[config.mk]
export PLATFORM = sky130hd
export DESIGN_NAME = pbf_pin_function
export DESIGN_NICKNAME = d
export VERILOG_FILES = /design/src/verilog/pbf_pkg.sv /design/src/verilog/pbf_pin_function.sv
export SDC_FILE = /design/constraint.sdc
export NUM_CORES = 1
export LEC_CHECK = 0
export BUFFER_PORTS_ARGS = -buffer_cell sky130_fd_sc_hd__buf_2
export CORE_MARGIN = 5
export CORE_UTILIZATION = 44
export CTS_CLUSTER_SIZE = 8
export DETAILED_ROUTE_END_ITERATION = 10
export PLACE_DENSITY_LB_ADDON = 0.05
export SETUP_SLACK_MARGIN = 0.5
export SYNTH_ARGS = -nofsm -noshare
export SYNTH_HDL_FRONTEND = slang
export SYNTH_SLANG_ARGS = --single-unit
[constraint.sdc]
create_clock -name clk_sys_i -period 1.2 [get_ports clk_sys_i]
set_clock_uncertainty 0.2 [all_clocks]
set_input_delay 0 -clock clk_sys_i [delete_from_list [all_inputs] [get_ports clk_sys_i]]
set_output_delay 0 -clock clk_sys_i [all_outputs]
set_load 0.01 [all_outputs]
[src/verilog/pbf_pkg.sv]
`default_nettype none

package pbf_pkg;

  localparam int unsigned DATA_W = 16;
  localparam int unsigned ADDR_W = 4;
  localparam int unsigned PIN_N  = 16;

  // register offsets
  localparam logic [3:0] OFS_HIGH_SEL = 4'h0;
  localparam logic [3:0] OFS_LOW_SEL  = 4'h2;
  localparam logic [3:0] OFS_PIN_STAT = 4'h4;

  // power-on reset values
  localparam logic [15:0] RST_HIGH_SEL = 16'h0000;
  localparam logic [15:0] RST_LOW_SEL  = 16'h0000;

  // mode field layout: pin p uses bits 2p+1:2p of {high, low}
  localparam int unsigned MODE_W = 2;

  // mode codes
  localparam logic [1:0] MODE_GPIO = 2'h0;
  localparam logic [1:0] MODE_A    = 2'h1;
  localparam logic [1:0] MODE_B    = 2'h2;
  localparam logic [1:0] MODE_C    = 2'h3;

  // prescaler codes that pick an external timer clock
  localparam logic [2:0] PSC_EXT_A = 3'h4;
  localparam logic [2:0] PSC_EXT_C = 3'h6;
  localparam logic [2:0] PSC_EXT_D = 3'h7;

  // level fed to an async receiver that is not routed
  localparam logic RX_IDLE = 1'h1;

endpackage

`default_nettype wire

[src/verilog/pbf_pin_function.sv]
`timescale 1ns/10ps
`default_nettype none

module pbf_pin_function
  import pbf_pkg::*;
(
  input  wire logic              clk_sys_i,
  input  wire logic              rst_i,
  // register port
  input  wire logic [ADDR_W-1:0] addr_i,
  input  wire logic [DATA_W-1:0] wr_data_i,
  input  wire logic              wr_stb_i,
  input  wire logic              rd_stb_i,
  output logic      [DATA_W-1:0] rd_data_o,
  // pads
  input  wire logic [PIN_N-1:0]  pad_in_i,
  output logic      [PIN_N-1:0]  pad_out_o,
  output logic      [PIN_N-1:0]  pad_oe_o,
  // general i/o port
  input  wire logic [PIN_N-1:0]  gpio_out_i,
  input  wire logic [PIN_N-1:0]  gpio_oe_i,
  output logic      [PIN_N-1:0]  gpio_in_o,
  // timer clock selection
  input  wire logic              timer_phase_count_i,
  input  wire logic [2:0]        timer_prescale_select_i,
  // peripheral outputs toward pads
  input  wire logic              async1_serial_clock_out_i,
  input  wire logic              async1_serial_clock_oe_i,
  input  wire logic              async1_transmit_data_i,
  input  wire logic              async1_transmit_request_i,
  input  wire logic              bus_status_bit1_i,
  input  wire logic              bus_status_bit0_i,
  input  wire logic              timer1_capcomp_a_out_i,
  input  wire logic              timer1_capcomp_a_oe_i,
  input  wire logic              timer1_capcomp_b_out_i,
  input  wire logic              timer1_capcomp_b_oe_i,
  input  wire logic              sync2_transmit_sync_out_i,
  input  wire logic              sync2_transmit_sync_oe_i,
  input  wire logic              timer2_capcomp_a_out_i,
  input  wire logic              timer2_capcomp_a_oe_i,
  input  wire logic              sync2_transmit_data_i,
  input  wire logic              timer2_capcomp_b_out_i,
  input  wire logic              timer2_capcomp_b_oe_i,
  input  wire logic              async2_serial_clock_out_i,
  input  wire logic              async2_serial_clock_oe_i,
  input  wire logic              async2_transmit_data_i,
  input  wire logic              timer0_capcomp_a_out_i,
  input  wire logic              timer0_capcomp_a_oe_i,
  input  wire logic              sync1_transmit_sync_out_i,
  input  wire logic              sync1_transmit_sync_oe_i,
  input  wire logic              timer0_capcomp_b_out_i,
  input  wire logic              timer0_capcomp_b_oe_i,
  input  wire logic              sync1_transmit_data_i,
  input  wire logic              timer0_capcomp_c_out_i,
  input  wire logic              timer0_capcomp_c_oe_i,
  input  wire logic              timer0_capcomp_d_out_i,
  input  wire logic              timer0_capcomp_d_oe_i,
  input  wire logic              wake_on_lan_output_i,
  // pad inputs toward peripherals
  output logic                   async1_serial_clock_in_o,
  output logic                   async1_receive_data_o,
  output logic                   sync2_receive_clock_o,
  output logic                   async1_clear_to_send_o,
  output logic                   sync2_receive_sync_o,
  output logic                   sync2_receive_data_o,
  output logic                   timer1_capcomp_a_in_o,
  output logic                   sync2_transmit_clock_o,
  output logic                   timer1_capcomp_b_in_o,
  output logic                   timer_ext_clock_c_o,
  output logic                   sync2_transmit_sync_in_o,
  output logic                   timer2_capcomp_a_in_o,
  output logic                   timer2_capcomp_b_in_o,
  output logic                   timer_ext_clock_d_o,
  output logic                   sync1_receive_clock_o,
  output logic                   async2_serial_clock_in_o,
  output logic                   sync1_receive_sync_o,
  output logic                   async2_receive_data_o,
  output logic                   sync1_receive_data_o,
  output logic                   sync1_transmit_clock_o,
  output logic                   timer0_capcomp_a_in_o,
  output logic                   sync1_transmit_sync_in_o,
  output logic                   timer0_capcomp_b_in_o,
  output logic                   timer0_capcomp_c_in_o,
  output logic                   timer_ext_clock_a_o,
  output logic                   timer0_capcomp_d_in_o
);

  logic [DATA_W-1:0]   high_sel_q;
  logic [DATA_W-1:0]   low_sel_q;
  logic [PIN_N-1:0]    pin_m_q;
  logic [PIN_N-1:0]    pin_s_q;
  logic [2*PIN_N-1:0]  all_sel;
  logic [MODE_W-1:0]   mode [PIN_N];
  logic                fo [PIN_N][4];
  logic                fe [PIN_N][4];
  logic [PIN_N-1:0]    pad_out_d;
  logic [PIN_N-1:0]    pad_oe_d;
  logic                ext_a_use;
  logic                ext_c_use;
  logic                ext_d_use;

  // pin p mode field sits at bits 2p+1:2p of {high, low}
  assign all_sel = {high_sel_q, low_sel_q};

  always_comb begin
    for (int p = 0; p < PIN_N; p++) begin
      mode[p] = all_sel[MODE_W*p +: MODE_W];
    end
  end

  // pad input value for a peripheral, or an idle level when not routed
  function automatic logic pick(input logic [1:0] m,
                                input logic [1:0] want,
                                input logic       v,
                                input logic       idle);
    pick = (m == want) ? v : idle;
  endfunction

  // two-stage pad synchroniser
  always_ff @(posedge clk_sys_i) begin
    if (rst_i) begin
      pin_m_q <= '0;
      pin_s_q <= '0;
    end else begin
      pin_m_q <= pad_in_i;
      pin_s_q <= pin_m_q;
    end
  end

  // control registers, cleared by power-on reset only
  always_ff @(posedge clk_sys_i) begin
    if (rst_i) begin
      high_sel_q <= RST_HIGH_SEL;
      low_sel_q  <= RST_LOW_SEL;
    end else if (wr_stb_i) begin
      if (addr_i == OFS_HIGH_SEL) begin
        high_sel_q <= wr_data_i;
      end
      if (addr_i == OFS_LOW_SEL) begin
        low_sel_q <= wr_data_i;
      end
    end
  end

  // read data stands only in the cycle after the strobe
  always_ff @(posedge clk_sys_i) begin
    if (rst_i) begin
      rd_data_o <= '0;
    end else if (rd_stb_i) begin
      unique case (addr_i)
        OFS_HIGH_SEL: rd_data_o <= high_sel_q;
        OFS_LOW_SEL:  rd_data_o <= low_sel_q;
        OFS_PIN_STAT: rd_data_o <= pin_s_q;
        default:      rd_data_o <= '0;
      endcase
    end else begin
      rd_data_o <= '0;
    end
  end

  // external timer clock takes the pin over as an input
  always_comb begin
    ext_c_use = (mode[9] == MODE_B) &&
                (timer_phase_count_i || timer_prescale_select_i == PSC_EXT_C);
    ext_d_use = (mode[7] == MODE_B) &&
                (timer_phase_count_i || timer_prescale_select_i == PSC_EXT_D);
    ext_a_use = (mode[1] == MODE_B) &&
                (timer_phase_count_i || timer_prescale_select_i == PSC_EXT_A);
  end

  // per pin, per mode output value and enable
  always_comb begin
    for (int p = 0; p < PIN_N; p++) begin
      for (int m = 0; m < 4; m++) begin
        // gpio, and reserved codes fall back to gpio
        fo[p][m] = gpio_out_i[p];
        fe[p][m] = gpio_oe_i[p];
      end
    end
    // input-only functions release the pad
    fo[15][MODE_B] = async1_serial_clock_out_i;
    fe[15][MODE_B] = async1_serial_clock_oe_i;
    fo[14][MODE_B] = 1'h0;
    fe[14][MODE_B] = 1'h0;
    fo[13][MODE_B] = async1_transmit_data_i;
    fe[13][MODE_B] = 1'h1;
    fo[12][MODE_A] = 1'h0;
    fe[12][MODE_A] = 1'h0;
    fo[12][MODE_B] = async1_transmit_request_i;
    fe[12][MODE_B] = 1'h1;
    fo[12][MODE_C] = bus_status_bit1_i;
    fe[12][MODE_C] = 1'h1;
    fo[11][MODE_A] = 1'h0;
    fe[11][MODE_A] = 1'h0;
    fo[11][MODE_B] = 1'h0;
    fe[11][MODE_B] = 1'h0;
    fo[11][MODE_C] = bus_status_bit0_i;
    fe[11][MODE_C] = 1'h1;
    fo[10][MODE_A] = 1'h0;
    fe[10][MODE_A] = 1'h0;
    fo[10][MODE_B] = timer1_capcomp_a_out_i;
    fe[10][MODE_B] = timer1_capcomp_a_oe_i;
    fo[9][MODE_A]  = 1'h0;
    fe[9][MODE_A]  = 1'h0;
    fo[9][MODE_B]  = timer1_capcomp_b_out_i;
    fe[9][MODE_B]  = timer1_capcomp_b_oe_i && !ext_c_use;
    fo[8][MODE_A]  = sync2_transmit_sync_out_i;
    fe[8][MODE_A]  = sync2_transmit_sync_oe_i;
    fo[8][MODE_B]  = timer2_capcomp_a_out_i;
    fe[8][MODE_B]  = timer2_capcomp_a_oe_i;
    fo[7][MODE_A]  = sync2_transmit_data_i;
    fe[7][MODE_A]  = 1'h1;
    fo[7][MODE_B]  = timer2_capcomp_b_out_i;
    fe[7][MODE_B]  = timer2_capcomp_b_oe_i && !ext_d_use;
    fo[6][MODE_A]  = 1'h0;
    fe[6][MODE_A]  = 1'h0;
    fo[6][MODE_B]  = async2_serial_clock_out_i;
    fe[6][MODE_B]  = async2_serial_clock_oe_i;
    fo[5][MODE_A]  = 1'h0;
    fe[5][MODE_A]  = 1'h0;
    fo[5][MODE_B]  = 1'h0;
    fe[5][MODE_B]  = 1'h0;
    fo[4][MODE_A]  = 1'h0;
    fe[4][MODE_A]  = 1'h0;
    fo[4][MODE_B]  = async2_transmit_data_i;
    fe[4][MODE_B]  = 1'h1;
    fo[3][MODE_A]  = 1'h0;
    fe[3][MODE_A]  = 1'h0;
    fo[3][MODE_B]  = timer0_capcomp_a_out_i;
    fe[3][MODE_B]  = timer0_capcomp_a_oe_i;
    fo[2][MODE_A]  = sync1_transmit_sync_out_i;
    fe[2][MODE_A]  = sync1_transmit_sync_oe_i;
    fo[2][MODE_B]  = timer0_capcomp_b_out_i;
    fe[2][MODE_B]  = timer0_capcomp_b_oe_i;
    fo[1][MODE_A]  = sync1_transmit_data_i;
    fe[1][MODE_A]  = 1'h1;
    fo[1][MODE_B]  = timer0_capcomp_c_out_i;
    fe[1][MODE_B]  = timer0_capcomp_c_oe_i && !ext_a_use;
    // pin 0 code 01 is reserved and stays on the general path
    fo[0][MODE_A]  = gpio_out_i[0];
    fe[0][MODE_A]  = gpio_oe_i[0];
    fo[0][MODE_B]  = timer0_capcomp_d_out_i;
    fe[0][MODE_B]  = timer0_capcomp_d_oe_i;
    fo[0][MODE_C]  = wake_on_lan_output_i;
    fe[0][MODE_C]  = 1'h1;
  end

  always_comb begin
    for (int p = 0; p < PIN_N; p++) begin
      pad_out_d[p] = fo[p][mode[p]];
      pad_oe_d[p]  = fe[p][mode[p]];
    end
  end

  // pad drive
  always_ff @(posedge clk_sys_i) begin
    if (rst_i) begin
      pad_out_o <= '0;
      pad_oe_o  <= '0;
    end else begin
      pad_out_o <= pad_out_d;
      pad_oe_o  <= pad_oe_d;
    end
  end

  // general input always reflects the pin state
  always_ff @(posedge clk_sys_i) begin
    if (rst_i) begin
      gpio_in_o <= '0;
    end else begin
      gpio_in_o <= pin_s_q;
    end
  end

  // pad inputs routed to the selected peripheral
  always_ff @(posedge clk_sys_i) begin
    if (rst_i) begin
      async1_serial_clock_in_o <= 1'h0;
      async1_receive_data_o    <= RX_IDLE;
      sync2_receive_clock_o    <= 1'h0;
      async1_clear_to_send_o   <= 1'h0;
      sync2_receive_sync_o     <= 1'h0;
      sync2_receive_data_o     <= 1'h0;
      timer1_capcomp_a_in_o    <= 1'h0;
      sync2_transmit_clock_o   <= 1'h0;
      timer1_capcomp_b_in_o    <= 1'h0;
      sync2_transmit_sync_in_o <= 1'h0;
      timer2_capcomp_a_in_o    <= 1'h0;
      timer2_capcomp_b_in_o    <= 1'h0;
      sync1_receive_clock_o    <= 1'h0;
      async2_serial_clock_in_o <= 1'h0;
      sync1_receive_sync_o     <= 1'h0;
      async2_receive_data_o    <= RX_IDLE;
      sync1_receive_data_o     <= 1'h0;
      sync1_transmit_clock_o   <= 1'h0;
      timer0_capcomp_a_in_o    <= 1'h0;
      sync1_transmit_sync_in_o <= 1'h0;
      timer0_capcomp_b_in_o    <= 1'h0;
      timer0_capcomp_c_in_o    <= 1'h0;
      timer0_capcomp_d_in_o    <= 1'h0;
    end else begin
      async1_serial_clock_in_o <= pick(mode[15], MODE_B, pin_s_q[15], 1'h0);
      async1_receive_data_o    <= pick(mode[14], MODE_B, pin_s_q[14], RX_IDLE);
      sync2_receive_clock_o    <= pick(mode[12], MODE_A, pin_s_q[12], 1'h0);
      async1_clear_to_send_o   <= pick(mode[11], MODE_B, pin_s_q[11], 1'h0);
      sync2_receive_sync_o     <= pick(mode[11], MODE_A, pin_s_q[11], 1'h0);
      sync2_receive_data_o     <= pick(mode[10], MODE_A, pin_s_q[10], 1'h0);
      timer1_capcomp_a_in_o    <= pick(mode[10], MODE_B, pin_s_q[10], 1'h0);
      sync2_transmit_clock_o   <= pick(mode[9], MODE_A, pin_s_q[9], 1'h0);
      timer1_capcomp_b_in_o    <= pick(mode[9], MODE_B, pin_s_q[9], 1'h0);
      sync2_transmit_sync_in_o <= pick(mode[8], MODE_A, pin_s_q[8], 1'h0);
      timer2_capcomp_a_in_o    <= pick(mode[8], MODE_B, pin_s_q[8], 1'h0);
      timer2_capcomp_b_in_o    <= pick(mode[7], MODE_B, pin_s_q[7], 1'h0);
      sync1_receive_clock_o    <= pick(mode[6], MODE_A, pin_s_q[6], 1'h0);
      async2_serial_clock_in_o <= pick(mode[6], MODE_B, pin_s_q[6], 1'h0);
      sync1_receive_sync_o     <= pick(mode[5], MODE_A, pin_s_q[5], 1'h0);
      async2_receive_data_o    <= pick(mode[5], MODE_B, pin_s_q[5], RX_IDLE);
      sync1_receive_data_o     <= pick(mode[4], MODE_A, pin_s_q[4], 1'h0);
      sync1_transmit_clock_o   <= pick(mode[3], MODE_A, pin_s_q[3], 1'h0);
      timer0_capcomp_a_in_o    <= pick(mode[3], MODE_B, pin_s_q[3], 1'h0);
      sync1_transmit_sync_in_o <= pick(mode[2], MODE_A, pin_s_q[2], 1'h0);
      timer0_capcomp_b_in_o    <= pick(mode[2], MODE_B, pin_s_q[2], 1'h0);
      timer0_capcomp_c_in_o    <= pick(mode[1], MODE_B, pin_s_q[1], 1'h0);
      timer0_capcomp_d_in_o    <= pick(mode[0], MODE_B, pin_s_q[0], 1'h0);
    end
  end

  // external timer clocks
  always_ff @(posedge clk_sys_i) begin
    if (rst_i) begin
      timer_ext_clock_a_o <= 1'h0;
      timer_ext_clock_c_o <= 1'h0;
      timer_ext_clock_d_o <= 1'h0;
    end else begin
      timer_ext_clock_a_o <= ext_a_use && pin_s_q[1];
      timer_ext_clock_c_o <= ext_c_use && pin_s_q[9];
      timer_ext_clock_d_o <= ext_d_use && pin_s_q[7];
    end
  end

endmodule

`default_nettype wire

* Yosys cells after proc, flatten, opt, wreduce, memory -nomap -nowiden
Index checks and enable logic that the tools add are counted.
Word-level totals: flip-flop bits (word level) 154, input port bits 108, output and inout bits 90, logic and storage cells 257
Cells by class: order comparisons 16, equal/unequal tests 28, mux-type cells 97, bitwise operators 40, reductions and logical operators 42
Operators by type and width (number):
- 1-bit binary-select mux with 2-bit select | 32
- 1-bit two-way mux | 64
- 3-bit >= comparator, second input constant | 16
- 2-bit inverter with 3-bit output | 16
- 16-bit one-hot mux with 3 select lines | 1
- 2-bit OR reduction | 24
- 2-bit equality test, second input constant | 13
- 1-bit inverter | 24
- 2-bit by 1-bit equality test with 1-bit output, second input constant | 10
- 3-bit equality test, second input constant | 3
- 1-bit logical AND | 9
- 4-bit by 2-bit equality test with 1-bit output, second input constant | 1
- 4-bit by 3-bit equality test with 1-bit output, second input constant | 1
- 4-bit logical NOT | 1
- 2-bit AND reduction | 2
- 1-bit logical NOT | 3
- 1-bit logical OR | 3

* Longest topological paths before layout
word-level depth 8, depth in mapped cells 6, gate-level depth less buffers 3

* Worst setup path after synthesis
Ideal clock, no wire load.
path type register -> register, start point register low_sel_q[5], end point register pad_out_o[2], library setup time 0.134 ns, arrival 0.905 ns, required time 0.866 ns, path slack -0.039 ns, cell stages (with the launch flop) 5, buffers on the path 1, clock period less this slack 1.239 ns, cell sequence dfxtp_1 > clkbuf_1 > nor2b_1 > a211oi_1 > a211oi_1
Between the ends: cells in the longest elaborated chain, start to end 4
RTL lines:
- start: declaration | line pbf_pin_function.sv:89 | logic [DATA_W-1:0] low_sel_q;
- start signal: assignment | line pbf_pin_function.sv:140 | low_sel_q <= wr_data_i;
- 2-bit inverter with 3-bit output (not written as such) | line pbf_pin_function.sv:250 | pad_out_d[p] = fo[p][mode[p]];
- 1-bit binary-select mux with 2-bit select | line pbf_pin_function.sv:250
- 1-bit two-way mux (not written as such) (2 in series) | line pbf_pin_function.sv:250
- end signal: assignment | line pbf_pin_function.sv:261 | pad_out_o <= pad_out_d;
- end: declaration | line pbf_pin_function.sv:17 | output logic [PIN_N-1:0] pad_out_o,
Every way passes these cells. The select of a mux whose other input is x is not followed. A chain may end at the register's enable or synchronous reset.

* Worst setup path after layout
start point register low_sel_q[10], end point register async2_receive_data_o
Between the ends: cells in the longest elaborated chain, start to end 3
RTL lines:
- 2-bit equality test | line pbf_pin_function.sv:116 | pick = (m == want) ? v : idle;
- 1-bit inverter (no source line)
- 2-bit OR reduction (no source line)
- end signal: assignment | line pbf_pin_function.sv:317 | async2_receive_data_o <= pick(mode[5], MODE_B, pin_s_q[5], RX_IDLE);
- end: declaration | line pbf_pin_function.sv:77 | output logic async2_receive_data_o,
Every way passes these cells.

==> results.yml <==
setup_path:
  cpMaxStageDelayCell: "or4b_1"
  crit_path_end_kind: "flop"
  max_stage_delay_ps: 490
  arrival_ps: 1250
  cpLargestDelayFamily: "simple AND/OR/NAND/NOR gates"
  critical_path_class: "reg -> reg"
  path_cells: "or4b_1"
  cp-start-kind: "flop"
  cp.buffers_inverters: 0
  critPathMaxFanout: 5
  required_ps: 1280
final_layout:
  finalNonFillerCells: 973
  drive_above_1_share_pct: 59.13
  multi_input_area_um2: 2750
  layout.cells.most_common_list: "buf_2 (144), buf_6 (75), dfxtp_2 (70)"
  layout.area.seq_um2: 3276
  final_area_um2: 9265
  final_common_cell: "buf_2"
  layout.nets: 900
  area_delta_synth_final_pct: 68.72
  fillers: 841
  diodes: 0
place:
  gp_congestion: 0.8137
  io_buffers: 197
  placed_area_um2: 7007
  dp_hpwl_mm: 10.63
  post-place-cells: 874
flow_run:
  maxCapViolations: 0
floorplanning:
  core-area_um2: 12110
  die_h_um: 121.7
  ios: 198
  die_w_um: 121.7
  num_rows: 40
  start_util_pct: 45.34
  die_area_um2: 14810
drt:
  drt_first_iter_violations: 152
  first_pass_iters: 5
  wl_per_cell_um: 16.04
  vias: 4684
  ant_nets: 0
  drcViolationCount: 0
  via_per_inst: 4.814
  totalWireLength_mm: 15.61
grt:
  antenna_found_initial: 0
  grt_pass1_wl_mm: 23.60
  grt_pass1_vias: 4747
  grt_max_degree: 41
  grt.overflow.total: 0
  grt_usage_pct: 20.17
pwr:
  p_total_mw: 11.89
  p_per_area_nw_per_um2: 1283
  peakVddDrop_v: 0.0008879
  p_leak_nw: 4.040
clocking:
  htree_levels: 4
  path_clk_slew_ps: 60
  clk_latency_ps: 410
  hold_buffers: 35
  cts_tree: "yes"
  cts_max_path_buffers: 2
  clock-sinks: 154
  cts_root_buf: "clkbuf_16"
  cts_buffers: 17
logic_synthesis:
  yosys_register_bits: 154
  ys_types: 39
  postSynthCellCount: 506
  syn_area_um2: 5492
  synth_edf_count: 0
  yosysSeqAreaShare_pct: 56.14
  synthArstFlopShare_pct: 0
  synth.avg_cell_area_um2: 10.85
  ys_warn_count: 0
  synth_flop_cell: "dfxtp_1"
  syn-num-nets: 614
sta:
  drv_slew: 0
  timing.slew.headroom_pct: 60.30
  setup_viol: 0
  hold_viol: 114
  hold_ws_ps: -356.7
  tightest_slew_ps: 594.2
  rsz0062_at_grt: "true"
  fin_crit_ps: 1166
  setup_tns_ps: 0
  period_share_pct: 97.13
  max_freq_ghz: 0.8580
outcome:
  violations: "negative hold slack"
  outcome: "finished, violations left"
worst_hold_path:
  hold_path_class: "in -> reg"
-- logic make-up (layout without fill, tap and decap cells) --
logic type      after synthesis  after routing  share of synthesized area, %
flops                       154            154                         56.14
xor+xnor                      1              1                        0.1595
mux                          56             56                         10.23
compound gates               66             66                         8.977
buf+inv                      36            335                         3.099
simple gates                193            193                         21.39
-- per-layer routing --
layer  GRT usage [%]  part of all wire [%]  up-vias
met3           5.803                   6.7        6
met4           5.952                  0.46        0
li1                -                     -     2303
met1           24.38                    42     2234
met5               0                     0        -
met2           34.89                    51      141
-- sequential cells by signal (all words and copies together) (netlist names), 16 cells and up --
name	flops
rd_data_o	16
gpio_in_o	16
pad_oe_o	16
low_sel_q	16
high_sel_q	16
pin_m_q	16
pin_s_q	16
pad_out_o	16
-- synthesized netlist by cell type (11+ instances only) --
cell type / n / area, um^2
a211oi_1: 15 / 112.6
a22oi_1: 11 / 82.58
and3b_1: 17 / 148.9
clkbuf_1: 17 / 63.81
dfxtp_1: 154 / 3083
mux2i_1: 55 / 550.5
nand2_1: 11 / 41.29
nand2b_1: 50 / 312.8
nand3_1: 11 / 55.05
nor2_1: 25 / 93.84
nor2b_1: 59 / 369.1
o2bb2ai_1: 11 / 96.34
-- final timing paths --
| path | start | endpoint | slack, ps | depth (start not counted) |
|---|---|---|---|---|
| max | low_sel_q[10] | async2_receive_data_o | 30 | 1 |
| max reg2reg | low_sel_q[10] | async2_receive_data_o | 30 | 1 |
| min reg2reg | pin_m_q[0] | pin_s_q[0] | 230 | 1 |
| min | async1_serial_clock_out_i | pad_out_o[15] | -360 | 3 |
-- power breakdown --
| part | internal, mW | switching (mW) | leakage, nW | total [mW] |
|---|---|---|---|---|
| clock network | 3.59 | 1.94 | 0.313 | 5.53 |
| logic | 0.616 | 0.446 | 2.42 | 1.06 |
| registers | 5.22 | 0.0764 | 1.31 | 5.29 |
-- worst min-delay path, stage by stage --
cell and delay (ps):
buf_2 80, mux2i_1 60, nor2_1 70
-- through the flow --
step | util (%) | setup slack, ps
6_report | 76.50 | 34.47
5_1_grt | 76.50 | 9.289
4_1_cts | 71.36 | 2.425
3_5_place_dp | 57.85 | -255.1
3_3_place_gp | 57.85 | -194.9
2_1_floorplan | - | 57.73
-- layout make-up --
| type | count | share of cell area [%] |
|---|---|---|
| inverters | 6 | 0.2431 |
| well taps | 168 | 2.269 |
| clock buffers | 25 | 5.564 |
| clock inverters | 7 | 1.188 |
| repair buffers | 297 | 25.70 |
| flip-flops and latches | 154 | 35.35 |
| multi-input cells | 316 | 29.68 |
-- repair_timing --
action                     CTS  global route
hold endpoints to repair   130           112
resized for setup          156           120
setup endpoints to repair  227           228
setup buffers               17            13
gates cloned                 0             2
pin swaps                   41            20
No activity file was read; power rests on OpenSTA's default activity.
